--- src/stack_irq_pkg.sv ---
// Constants and types for the stack and interrupt entry unit
package stack_irq_pkg;
  localparam logic [5:0] SP_HIGH_ADDR = 6'h3E;   // I/O address of high half
  localparam logic [5:0] SP_LOW_ADDR  = 6'h3D;   // I/O address of low half
  localparam int         SP_WIDTH     = 16;
  localparam int         PC_WIDTH     = 14;
  localparam int         NUM_SRC      = 8;
  localparam int         ENTRY_CYCLES = 4;
  localparam int         WAKE_CYCLES  = 4;
  localparam int         EXIT_CYCLES  = 4;
  localparam logic [2:0] ENTRY_LAST   = 3'(ENTRY_CYCLES - 1);
  localparam logic [2:0] WAKE_LAST    = 3'(ENTRY_CYCLES + WAKE_CYCLES - 1);
  localparam logic [2:0] EXIT_LAST    = 3'(EXIT_CYCLES - 1);

  typedef enum logic [3:0] {
    ST_RUN   = 4'h1,
    ST_ENTRY = 4'h2,
    ST_EXIT  = 4'h4,
    ST_HOLD  = 4'h8
  } seq_state_type;

  // Stack operations offered by the instruction sequencer
  typedef struct packed {
    logic push_byte;
    logic pop_byte;
    logic call;
    logic sub_exit;
    logic irq_exit;
  } stack_op_type;

  // Per-cycle status from the sequencer
  typedef struct packed {
    logic instr_boundary;
    logic sleeping;
    logic global_clear;
    logic global_set;
  } core_status_type;

  // I/O register access port
  typedef struct packed {
    logic       wr;
    logic [5:0] addr;
    logic [7:0] wdata;
  } io_req_type;
endpackage

--- src/stack_and_interrupt_entry.sv ---
// Stack pointer and interrupt entry, exit and arbitration
`timescale 1ns/1ps
`default_nettype none

// Operation
// - Byte push writes, pointer down one
// - Call or entry saves return, down two
// - Byte pop reads, pointer up one
// - Return or interrupt exit, pointer up two
// - Pointer resets to last SRAM address
// - Pointer readable/writable as two I/O bytes
// - Take source only when both enables set
// - Lowest vector wins; vectors at low memory
// - Table select moves vectors to boot start
// - Entry clears global enable
// - Entry clears the taken source's flag
// - Writing one clears a flag
// - Flag stays pending until taken or cleared
// - Level sources request only while present
// - One instruction runs after interrupt exit
// - Status flags not saved or restored
// - Global clear blocks same-cycle interrupt
// - Instruction after global set runs first
// - Entry four cycles pushing program counter
// - Multi-cycle instruction completes before entry
// - Wake from sleep adds four cycles
// - Exit four cycles, pop, pointer up two; only interrupt exit sets enable
module stack_and_interrupt_entry
  import stack_irq_pkg::*;
#(
  parameter logic [SP_WIDTH-1:0] LAST_SRAM_ADDRESS = 16'h04FF,
  parameter logic [PC_WIDTH-1:0] BOOT_START        = 14'h1C00,
  parameter int                  SP_BITS           = 11
) (
  input  wire logic                  sys_clk,
  input  wire logic                  reset,
  input  wire stack_op_type          stack_op,
  input  wire core_status_type       core_status,
  input  wire io_req_type            io_req,
  input  wire logic [PC_WIDTH-1:0]   return_pc,
  input  wire logic [NUM_SRC-1:0]    src_event,
  input  wire logic [NUM_SRC-1:0]    src_is_level,
  input  wire logic [NUM_SRC-1:0]    src_enable,
  input  wire logic                  global_enable_in,
  input  wire logic                  vector_table_select,
  input  wire logic                  boot_reset_vector_fuse,
  output logic [7:0]                 io_rdata,
  output logic                       global_enable,
  output logic [SP_WIDTH-1:0]        stack_pointer,
  output logic                       mem_wr,
  output logic                       mem_rd,
  output logic [SP_WIDTH-1:0]        mem_addr,
  output logic [7:0]                 mem_wdata,
  output logic [NUM_SRC-1:0]         irq_flags,
  output logic                       irq_busy,
  output logic                       pc_load,
  output logic [PC_WIDTH-1:0]        pc_target,
  output logic                       exit_done
);

  localparam logic [SP_WIDTH-1:0] SP_MASK =
    SP_WIDTH'((32'h1 << SP_BITS) - 32'h1);

  // Vector word address of source n, 2 words per slot, slot 0 is reset
  function automatic logic [PC_WIDTH-1:0] vector_of(input int n,
                                                    input logic sel);
    logic [PC_WIDTH-1:0] base;
    base = sel ? BOOT_START : '0;
    vector_of = base + PC_WIDTH'((n + 1) * 2);
  endfunction

  seq_state_type         state_r, state_nxt;
  logic [2:0]            cnt_r, cnt_nxt;
  logic [2:0]            last_r, last_nxt;
  logic [SP_WIDTH-1:0]   sp_r, sp_nxt;
  logic                  gie_r, gie_nxt;
  logic [NUM_SRC-1:0]    flag_r, flag_nxt;
  logic                  guard_r, guard_nxt;
  logic [PC_WIDTH-1:0]   ret_r, ret_nxt;
  logic [$clog2(NUM_SRC)-1:0] win_r, win_nxt;
  logic                  pc_load_r, pc_load_nxt;
  logic [PC_WIDTH-1:0]   pc_tgt_r, pc_tgt_nxt;
  logic                  mwr_r, mwr_nxt, mrd_r, mrd_nxt;
  logic [SP_WIDTH-1:0]   maddr_r, maddr_nxt;
  logic [7:0]            mwd_r, mwd_nxt;
  logic                  done_r, done_nxt;

  logic [NUM_SRC-1:0]    request;
  logic                  any_req;
  logic [$clog2(NUM_SRC)-1:0] winner;
  logic                  take;

  always_comb begin
    for (int i = 0; i < NUM_SRC; i++) begin
      request[i] = (src_is_level[i] ? src_event[i] : flag_r[i])
                   & src_enable[i];
    end
    any_req = |request;
    winner  = '0;
    for (int i = NUM_SRC - 1; i >= 0; i--) begin
      if (request[i]) begin
        winner = ($clog2(NUM_SRC))'(i);
      end
    end
    // Global clear this cycle beats any same-cycle request
    take = any_req && gie_r && !core_status.global_clear
           && core_status.instr_boundary
           && !guard_r && state_r == ST_RUN;
  end

  always_comb begin
    state_nxt   = state_r;
    cnt_nxt     = cnt_r;
    last_nxt    = last_r;
    sp_nxt      = sp_r;
    gie_nxt     = gie_r;
    flag_nxt    = flag_r;
    guard_nxt   = guard_r;
    ret_nxt     = ret_r;
    win_nxt     = win_r;
    pc_load_nxt = 1'b0;
    pc_tgt_nxt  = pc_tgt_r;
    mwr_nxt     = 1'b0;
    mrd_nxt     = 1'b0;
    maddr_nxt   = maddr_r;
    mwd_nxt     = mwd_r;
    done_nxt    = 1'b0;
    if (guard_r && core_status.instr_boundary) begin
      guard_nxt = 1'b0;
    end
    // Status flags register is untouched here by design
    if (io_req.wr && io_req.addr == SP_LOW_ADDR) begin
      sp_nxt = {sp_r[15:8], io_req.wdata} & SP_MASK;
    end
    if (io_req.wr && io_req.addr == SP_HIGH_ADDR) begin
      sp_nxt = {io_req.wdata, sp_r[7:0]} & SP_MASK;
    end
    if (core_status.global_clear) begin
      gie_nxt = 1'b0;
    end else if (core_status.global_set) begin
      gie_nxt   = 1'b1;
      guard_nxt = 1'b1;
    end
    unique case (state_r)
      ST_RUN: begin
        if (take) begin
          state_nxt = ST_ENTRY;
          cnt_nxt   = '0;
          last_nxt  = core_status.sleeping ? WAKE_LAST : ENTRY_LAST;
          gie_nxt   = 1'b0;
          win_nxt   = winner;
          ret_nxt   = return_pc;
          flag_nxt[winner] = 1'b0;
        end else if (stack_op.push_byte) begin
          mwr_nxt   = 1'b1;
          maddr_nxt = sp_r;
          mwd_nxt   = io_req.wdata;
          sp_nxt    = (sp_r - 16'h0001) & SP_MASK;
        end else if (stack_op.pop_byte) begin
          mrd_nxt   = 1'b1;
          maddr_nxt = (sp_r + 16'h0001) & SP_MASK;
          sp_nxt    = (sp_r + 16'h0001) & SP_MASK;
        end else if (stack_op.call) begin
          state_nxt = ST_HOLD;
          cnt_nxt   = '0;
          last_nxt  = 3'h1;
          ret_nxt   = return_pc;
        end else if (stack_op.sub_exit || stack_op.irq_exit) begin
          state_nxt = ST_EXIT;
          cnt_nxt   = '0;
          last_nxt  = EXIT_LAST;
          win_nxt   = stack_op.irq_exit ? 3'h1 : 3'h0;
        end
      end
      ST_ENTRY, ST_HOLD: begin
        cnt_nxt = cnt_r + 3'h1;
        if (cnt_r == 3'h0) begin
          mwr_nxt   = 1'b1;
          maddr_nxt = sp_r;
          mwd_nxt   = ret_r[7:0];
        end else if (cnt_r == 3'h1) begin
          mwr_nxt   = 1'b1;
          maddr_nxt = (sp_r - 16'h0001) & SP_MASK;
          mwd_nxt   = 8'(ret_r >> 8);
          sp_nxt    = (sp_r - 16'h0002) & SP_MASK;
        end
        if (cnt_r == last_r) begin
          state_nxt = ST_RUN;
          if (state_r == ST_ENTRY) begin
            pc_load_nxt = 1'b1;
            pc_tgt_nxt  = vector_of(int'(win_r), vector_table_select);
          end
        end
      end
      ST_EXIT: begin
        cnt_nxt = cnt_r + 3'h1;
        if (cnt_r == 3'h0) begin
          mrd_nxt   = 1'b1;
          maddr_nxt = (sp_r + 16'h0001) & SP_MASK;
        end else if (cnt_r == 3'h1) begin
          mrd_nxt   = 1'b1;
          maddr_nxt = (sp_r + 16'h0002) & SP_MASK;
          sp_nxt    = (sp_r + 16'h0002) & SP_MASK;
        end
        if (cnt_r == last_r) begin
          state_nxt = ST_RUN;
          done_nxt  = 1'b1;
          if (win_r[0]) begin
            gie_nxt   = 1'b1;
            guard_nxt = 1'b1;
          end
        end
      end
      default: state_nxt = ST_RUN;
    endcase
    for (int i = 0; i < NUM_SRC; i++) begin
      // Hardware set beats software clear in the same cycle
      if (io_req.wr && io_req.addr == SP_HIGH_ADDR + 6'h01
          && io_req.wdata[i]) begin
        flag_nxt[i] = 1'b0;
      end
      if (src_event[i] && !src_is_level[i]) begin
        flag_nxt[i] = 1'b1;
      end
    end
  end

  always_ff @(posedge sys_clk or posedge reset) begin
    if (reset) begin
      state_r   <= ST_RUN;
      cnt_r     <= '0;
      last_r    <= '0;
      sp_r      <= LAST_SRAM_ADDRESS & SP_MASK;
      gie_r     <= 1'b0;
      flag_r    <= '0;
      guard_r   <= 1'b0;
      ret_r     <= '0;
      win_r     <= '0;
      pc_load_r <= 1'b0;
      pc_tgt_r  <= '0;
      mwr_r     <= 1'b0;
      mrd_r     <= 1'b0;
      maddr_r   <= '0;
      mwd_r     <= '0;
      done_r    <= 1'b0;
    end else begin
      state_r   <= state_nxt;
      cnt_r     <= cnt_nxt;
      last_r    <= last_nxt;
      sp_r      <= sp_nxt;
      gie_r     <= gie_nxt;
      flag_r    <= flag_nxt;
      guard_r   <= guard_nxt;
      ret_r     <= ret_nxt;
      win_r     <= win_nxt;
      pc_load_r <= pc_load_nxt;
      pc_tgt_r  <= pc_tgt_nxt;
      mwr_r     <= mwr_nxt;
      mrd_r     <= mrd_nxt;
      maddr_r   <= maddr_nxt;
      mwd_r     <= mwd_nxt;
      done_r    <= done_nxt;
    end
  end

  always_comb begin
    unique case (io_req.addr)
      SP_LOW_ADDR:  io_rdata = sp_r[7:0];
      SP_HIGH_ADDR: io_rdata = sp_r[15:8];
      default:      io_rdata = 8'h00;
    endcase
  end

  assign global_enable = gie_r;
  assign stack_pointer = sp_r;
  assign mem_wr        = mwr_r;
  assign mem_rd        = mrd_r;
  assign mem_addr      = maddr_r;
  assign mem_wdata     = mwd_r;
  assign irq_flags     = flag_r;
  assign irq_busy      = state_r != ST_RUN;
  assign pc_load       = pc_load_r;
  assign pc_target     = pc_tgt_r;
  assign exit_done     = done_r;

  push_down_a: assert property (@(posedge sys_clk) disable iff (reset)
    state_r == ST_RUN && !take && stack_op.push_byte && !io_req.wr
    |=> sp_r == (($past(sp_r) - 16'h0001) & SP_MASK))
    else $error("push did not lower pointer by one");
  pop_up_a: assert property (@(posedge sys_clk) disable iff (reset)
    state_r == ST_RUN && !take && !stack_op.push_byte
    && stack_op.pop_byte && !io_req.wr
    |=> sp_r == (($past(sp_r) + 16'h0001) & SP_MASK))
    else $error("pop did not raise pointer by one");
  entry_len_a: assert property (@(posedge sys_clk) disable iff (reset)
    take && !core_status.sleeping |=> ##4 pc_load)
    else $error("entry did not vector after four cycles");
  wake_len_a: assert property (@(posedge sys_clk) disable iff (reset)
    take && core_status.sleeping |=> !pc_load [*8] ##1 pc_load)
    else $error("wake entry not eight cycles");
  entry_gie_a: assert property (@(posedge sys_clk) disable iff (reset)
    take |=> !gie_r)
    else $error("entry left global enable set");
  clear_block_a: assert property (@(posedge sys_clk) disable iff (reset)
    core_status.global_clear |-> !take)
    else $error("interrupt taken with global clear");
  need_enable_a: assert property (@(posedge sys_clk) disable iff (reset)
    take |-> gie_r && src_enable[winner])
    else $error("interrupt taken while disabled");
  exit_gie_a: assert property (@(posedge sys_clk) disable iff (reset)
    state_r == ST_RUN && !take && stack_op.irq_exit && !stack_op.push_byte
    && !stack_op.pop_byte && !stack_op.call
    |=> ##4 gie_r && guard_r && exit_done)
    else $error("interrupt exit not four cycles");
  flag_clr_a: assert property (@(posedge sys_clk) disable iff (reset)
    take && !src_event[winner] |=> !flag_r[$past(winner)])
    else $error("taken flag not cleared");

endmodule // stack_and_interrupt_entry

`default_nettype wire

--- config.mk ---
export PLATFORM = sky130hd
export DESIGN_NAME = stack_and_interrupt_entry
export DESIGN_NICKNAME = d
export VERILOG_FILES = /design/src/stack_irq_pkg.sv /design/src/stack_and_interrupt_entry.sv
export SDC_FILE = /design/constraint.sdc
export NUM_CORES = 1
export LEC_CHECK = 0
export BUFFER_PORTS_ARGS = -buffer_cell sky130_fd_sc_hd__clkbuf_2
export CORE_MARGIN = 3
export CORE_UTILIZATION = 49
export DETAILED_ROUTE_END_ITERATION = 16
export GPL_TIMING_DRIVEN = 0
export PLACE_DENSITY = 0.77
export RECOVER_POWER = 100
export SYNTH_ARGS = -nofsm -noshare
export SYNTH_HDL_FRONTEND = slang
export SYNTH_SLANG_ARGS = --single-unit
export TNS_END_PERCENT = 5
--- constraint.sdc ---
create_clock -name sys_clk -period 2.5 [get_ports sys_clk]
set_clock_uncertainty 0.05 [all_clocks]
set_input_delay 0.5 -clock sys_clk [delete_from_list [all_inputs] [get_ports sys_clk]]
set_output_delay 0.5 -clock sys_clk [all_outputs]
set_load 0.03 [all_outputs]
== Word-level counts from Yosys, hierarchy flattened ==
Cells that the tools add are included.

* Register bits after elaboration: 95

* Add/sub/neg operators: 7
* Magnitude comparators: 2
* Eq/ne operators: 22
* Muxes and demuxes: 116
* Bitwise gates (word level): 10
* Reductions and logical operators: 79

{| class="wikitable"
|+ Operators with widths
! cell !! count
|-
| 16-bit 2-to-1 mux || 16
|-
| 16-bit one-hot mux with 3 select lines || 2
|-
| 3-bit 2-to-1 mux || 24
|-
| 14-bit 2-to-1 mux || 4
|-
| 3-bit nonzero test || 18
|-
| 1-bit 2-to-1 mux || 49
|-
| 8-bit 2-to-1 mux || 6
|-
| 8-bit one-hot mux with 2 select lines || 2
|-
| 1-bit logical AND || 26
|-
| 4-bit 2-to-1 mux || 6
|-
| 4-bit AND reduction || 5
|-
| 6-bit equality test, second input constant || 3
|-
| 2-bit AND reduction || 8
|-
| 3-bit inequality test, second input constant || 5
|-
| 13-bit by 5-bit adder with 14-bit output || 1
|-
| 13-bit 2-to-1 mux || 1
|-
| 11-bit by 1-bit adder with 11-bit output, second input constant || 1
|-
| 11-bit by 2-bit adder with 11-bit output, second input constant || 1
|-
| 11-bit by 1-bit subtractor with 11-bit output, second input constant || 1
|-
| 11-bit by 2-bit subtractor with 11-bit output, second input constant || 1
|-
| 1-bit logical NOT || 10
|-
| 5-bit AND reduction || 2
|-
| 1-bit AND || 8
|-
| 8-bit AND || 1
|-
| 26 further kinds || 35
|}

== Depth between registers and ports, before layout ==
* Word-level depth: 20
* Mapped depth: 10
* Depth with buffers taken out: 8

== Least setup slack after synthesis ==
Ideal clock, no wire load.

* Path type: register to register
* From: reg sp_r[2] (netlist: stack_pointer[2])
* To: reg sp_r[3] (netlist: stack_pointer[3])
* Data arrival time: 2179 ps
* Path slack: 187 ps
* Cell stages (with the launch flop): 10
* Buffers on the path: 1
* Period minus slack after synthesis: 2313 ps
* Path through: dfstp_2 -> clkbuf_1 -> inv_1 -> ha_1 -> nand2_1 -> nand2_1 -> o22a_1 -> a211oi_1 -> nor3_1 -> a311o_1

* Cells in the longest elaborated chain, start to end: 5
* Elaborated cells between the ends (all ways): 12

{| class="wikitable"
|+ RTL lines
! what !! line !! RTL
|-
| start, declared || stack_and_interrupt_entry.sv:75 || <nowiki>logic [SP_WIDTH-1:0] sp_r, sp_nxt;</nowiki>
|-
| start signal, assigned || stack_and_interrupt_entry.sv:233 || <nowiki>sp_r <= LAST_SRAM_ADDRESS & SP_MASK;</nowiki>
|-
| start signal, assigned || stack_and_interrupt_entry.sv:250 || <nowiki>sp_r <= sp_nxt;</nowiki>
|-
| 11-bit by 1-bit adder with 11-bit output || stack_and_interrupt_entry.sv:162 || <nowiki>sp_nxt = (sp_r + 16'h0001) & SP_MASK;</nowiki>
|-
| 16-bit 2-to-1 mux || stack_and_interrupt_entry.sv:159 || <nowiki>end else if (stack_op.pop_byte) begin</nowiki>
|-
| 16-bit 2-to-1 mux || stack_and_interrupt_entry.sv:154 || <nowiki>end else if (stack_op.push_byte) begin</nowiki>
|-
| 16-bit 2-to-1 mux || stack_and_interrupt_entry.sv:146 || <nowiki>if (take) begin</nowiki>
|-
| 16-bit one-hot mux with 3 select lines (*) || stack_and_interrupt_entry.sv:144 || <nowiki>unique case (state_r)</nowiki>
|-
| named net sp_nxt[3] || stack_and_interrupt_entry.sv:75 ||
|}

The timed path passes the listed nets; every way through them passes the cells marked *.
A chain may end at the register's enable or synchronous reset.

== Worst setup path after layout ==
* From: reg sp_r[7] (netlist: stack_pointer[7])
* To: out io_rdata[7]

* Cells in the longest elaborated chain, start to end: 1

{| class="wikitable"
|+ RTL lines
! what !! line !! RTL
|-
| 8-bit one-hot mux with 2 select lines || stack_and_interrupt_entry.sv:267 || <nowiki>unique case (io_req.addr)</nowiki>
|-
| end, declared || stack_and_interrupt_entry.sv:47 || <nowiki>output logic [7:0] io_rdata,</nowiki>
|}

No other way between the ends.

==> reports/qor.txt <==
Crit end category: output port
Clock latency on the worst-skew pair: 0.35 ns
Setup violators final: 1
Max-Cap Viols: 1
Pwr/cell area: 969 nW/um^2
CTS Buffer Depth: 2
Buffers on Ports: 133
Worst hold-check path type: in2async
Sequential Area: 2160 sq um
Crit Path Category: reg2out
Syn Inst Count: 675
CORE AREA: 11200 sq um
H-tree depth: 3
WL/cell: 21.4 um
Worst hold margin: 0.196 ns
CP Data Arrival Time: 1.96 ns
Filler Cell Count: 1015
Fin worst setup slack: -0.00625 ns
RePlAce Congestion: 1.00
Tightest Pin Transition: 1.51 ns
Dpl hpwl: 15.7 mm
Post-synth top cells: nand2_1, dfrtp_1, nor2_1
Ys flop type: dfrtp_1
Post-synth EDFFs: 0
Syn avg cell area: 8.54 sq um
Via count: 6203
FMAX: 399 MHz
Antenna viol nets, final: 0
YS warnings: 0
Asr flop ratio synth: 100%
Largest area contributor in the synthesized netlist: dfrtp_1
Die Area: 13100 sq um
Rows: 38
Simple-Gate Fraction of Synth Area: 19.5%
Yosys top cell area share: 33.0%
# diodes: 0
Post-Synth XOR/XNOR Area: 3.49%
CTS Hold Bufs: 0
Final nets: 911
Leak: 3.12 nW
Synth cell types: 72
Clk pin slew, worst setup/hold paths: 0.07 ns
Top cells by area, synth: dfrtp_1, nand2_1, mux2_2
CTS tree: yes
Seq/Total Area, Yosys: 37.5%
Slew Viols, Final: 26
DRC Markers: 0
First-pass GRT wire length: 32.5 mm
Routed WL: 21.0 mm
Failing checks: capacitance limit, slew limit, setup timing
Cell area after layout: 7150 sq um
CP startpoint kind: flop
Die H: 114 um
Combinational family with the most area after synthesis: compound AO/OA/AOI/OAI gates
Synth-to-Final Area Change: 24.0%
Most common cell in the synthesized netlist: nand2_1
Synth Area in Compound Gates: 23.7%
All-Layer GR Usage: 32.1%
Adder-cell share of the synthesized area: 1.95%
Tmin final: 2.51 ns
Post-synthesis mux area share: 7.31%
Post-Syn Area: 5770 sq um
Crit path required time: 1.95 ns
Reg2reg path depth: 8
1st-pass router iterations: 6
TNS Setup: -0.00625 ns
Starting Density: 51.6%
Global route total overflow: 0
Status: finished, violations left
Die Width: 114 um
Initial antenna violation count: 0
Largest net degree at the start of global routing: 44
Vias in the first global route: 6084
Fin. Hold Viols: 0
Multi-input logic area: 3390 sq um
Max_slew headroom: -0.686%
Clock root buffer: clkbuf_16
End-of-flow core utilization: 64.0%
Via density: 6.33
I/O Pins: 143
CTS buffer count: 9
Final Cycle Share: 100%
Iteration-0 DRC Markers: 596
Crit Path Max Fanout: 10
Ratio of cells with drive above 1 in the final layout: 24.9%
R2r setup slk: 0.04 ns
Worst vdd ir: 586 uV
Flops & latches, synth: 86
RSZ-0062 raised after global routing: true
Placed Area: 6670 sq um
# clock sinks: 86
## where the power goes
part	switching (mW)	internal [mW]
logic	2.26	1.10
clock network	0.583	0.878
registers	0.316	1.79
total	3.16	3.77
## registers in the layout, indices dropped and copies added (netlist names)
signal / cells
cnt_r: 3
exit_done: 1
global_enable: 1
guard_r: 1
irq_flags: 8
last_r: 3
mem_addr: 16
mem_rd: 1
mem_wdata: 8
mem_wr: 1
pc_load: 1
pc_target: 5
ret_r: 14
stack_pointer: 16
state_r: 4
win_r: 3
## routing by layer
layer / wire length [um] / GRT usage, % / vias to the layer above
li1: - / - / 2766
met4: 832 / 14.6 / 0
met2: 9640 / 51.5 / 394
met1: 8290 / 41.4 / 2968
met5: 0 / 0 / -
met3: 2240 / 6.92 / 75
## critical path: stages (launching register included)
cell and delay, ns:
dfstp_2 0.60, buf_1 0.58, a22o_1 0.22, clkbuf_2 0.20
## repair_timing
item | in CTS | in global routing
pin swaps | 2 | 3
buffers inserted | 5 | 4
setup endpoints to repair | 75 | 51
gates resized for setup | 28 | 33
hold endpoints to repair | 0 | 0
## per-stage QoR
step | instances | total power, mW | setup slack (ns)
2_1_floorplan | 681 | 4.24 | 0.187
3_3_place_gp | 954 | 5.23 | -0.442
3_5_place_dp | 956 | 5.28 | -0.462
4_1_cts | 977 | 6.80 | -0.0185
5_1_grt | 980 | 7.27 | -0.0826
6_report | 980 | 6.92 | -0.00625
## layout by cell type, fill, tap and decap left out, types with 13 or more instances in the layout
master,synthesis,layout
a21oi_1,28,26
buf_4,10,20
clkbuf_1,31,77
clkbuf_2,1,87
dfrtp_1,76,76
inv_1,26,23
mux2_2,24,24
mux2i_1,14,13
nand2_1,93,91
nand3_1,22,21
nor2_1,52,52
nor3_1,16,14
o21ai_0,49,48
xor2_1,16,15
## logic make-up after synthesis
kind of cell             after synthesis
AND/OR/NAND/NOR                      237
buffers and inverters                 83
AO/OA/AOI/OAI                        197
flip-flops                            86
XOR/XNOR                              23
other                                  1
adder cells (fa/ha/maj)                9
multiplexers                          39
## path summary, 6_finish.rpt
check | start | endpoint
max reg2reg | state_r[2] | mem_addr[2]
max in group asynchronous | reset | state_r[0]
min in group sys_clk | vector_table_select | pc_target[11]
min | reset | irq_flags[4]
max | stack_pointer[7] | io_rdata[7]
min reg2reg | mem_addr[13] | mem_addr[13]
## layout make-up
cell class	instances	share of cell area, %
buffer	54	4.25
clock buffer	12	3.31
clock inverter	4	1.03
inverter	27	1.49
multi-input combinational	512	47.5
sequential	86	30.3
tap	140	2.45
timing repair buffer	145	9.71
(Power assumes the default switching activity.)
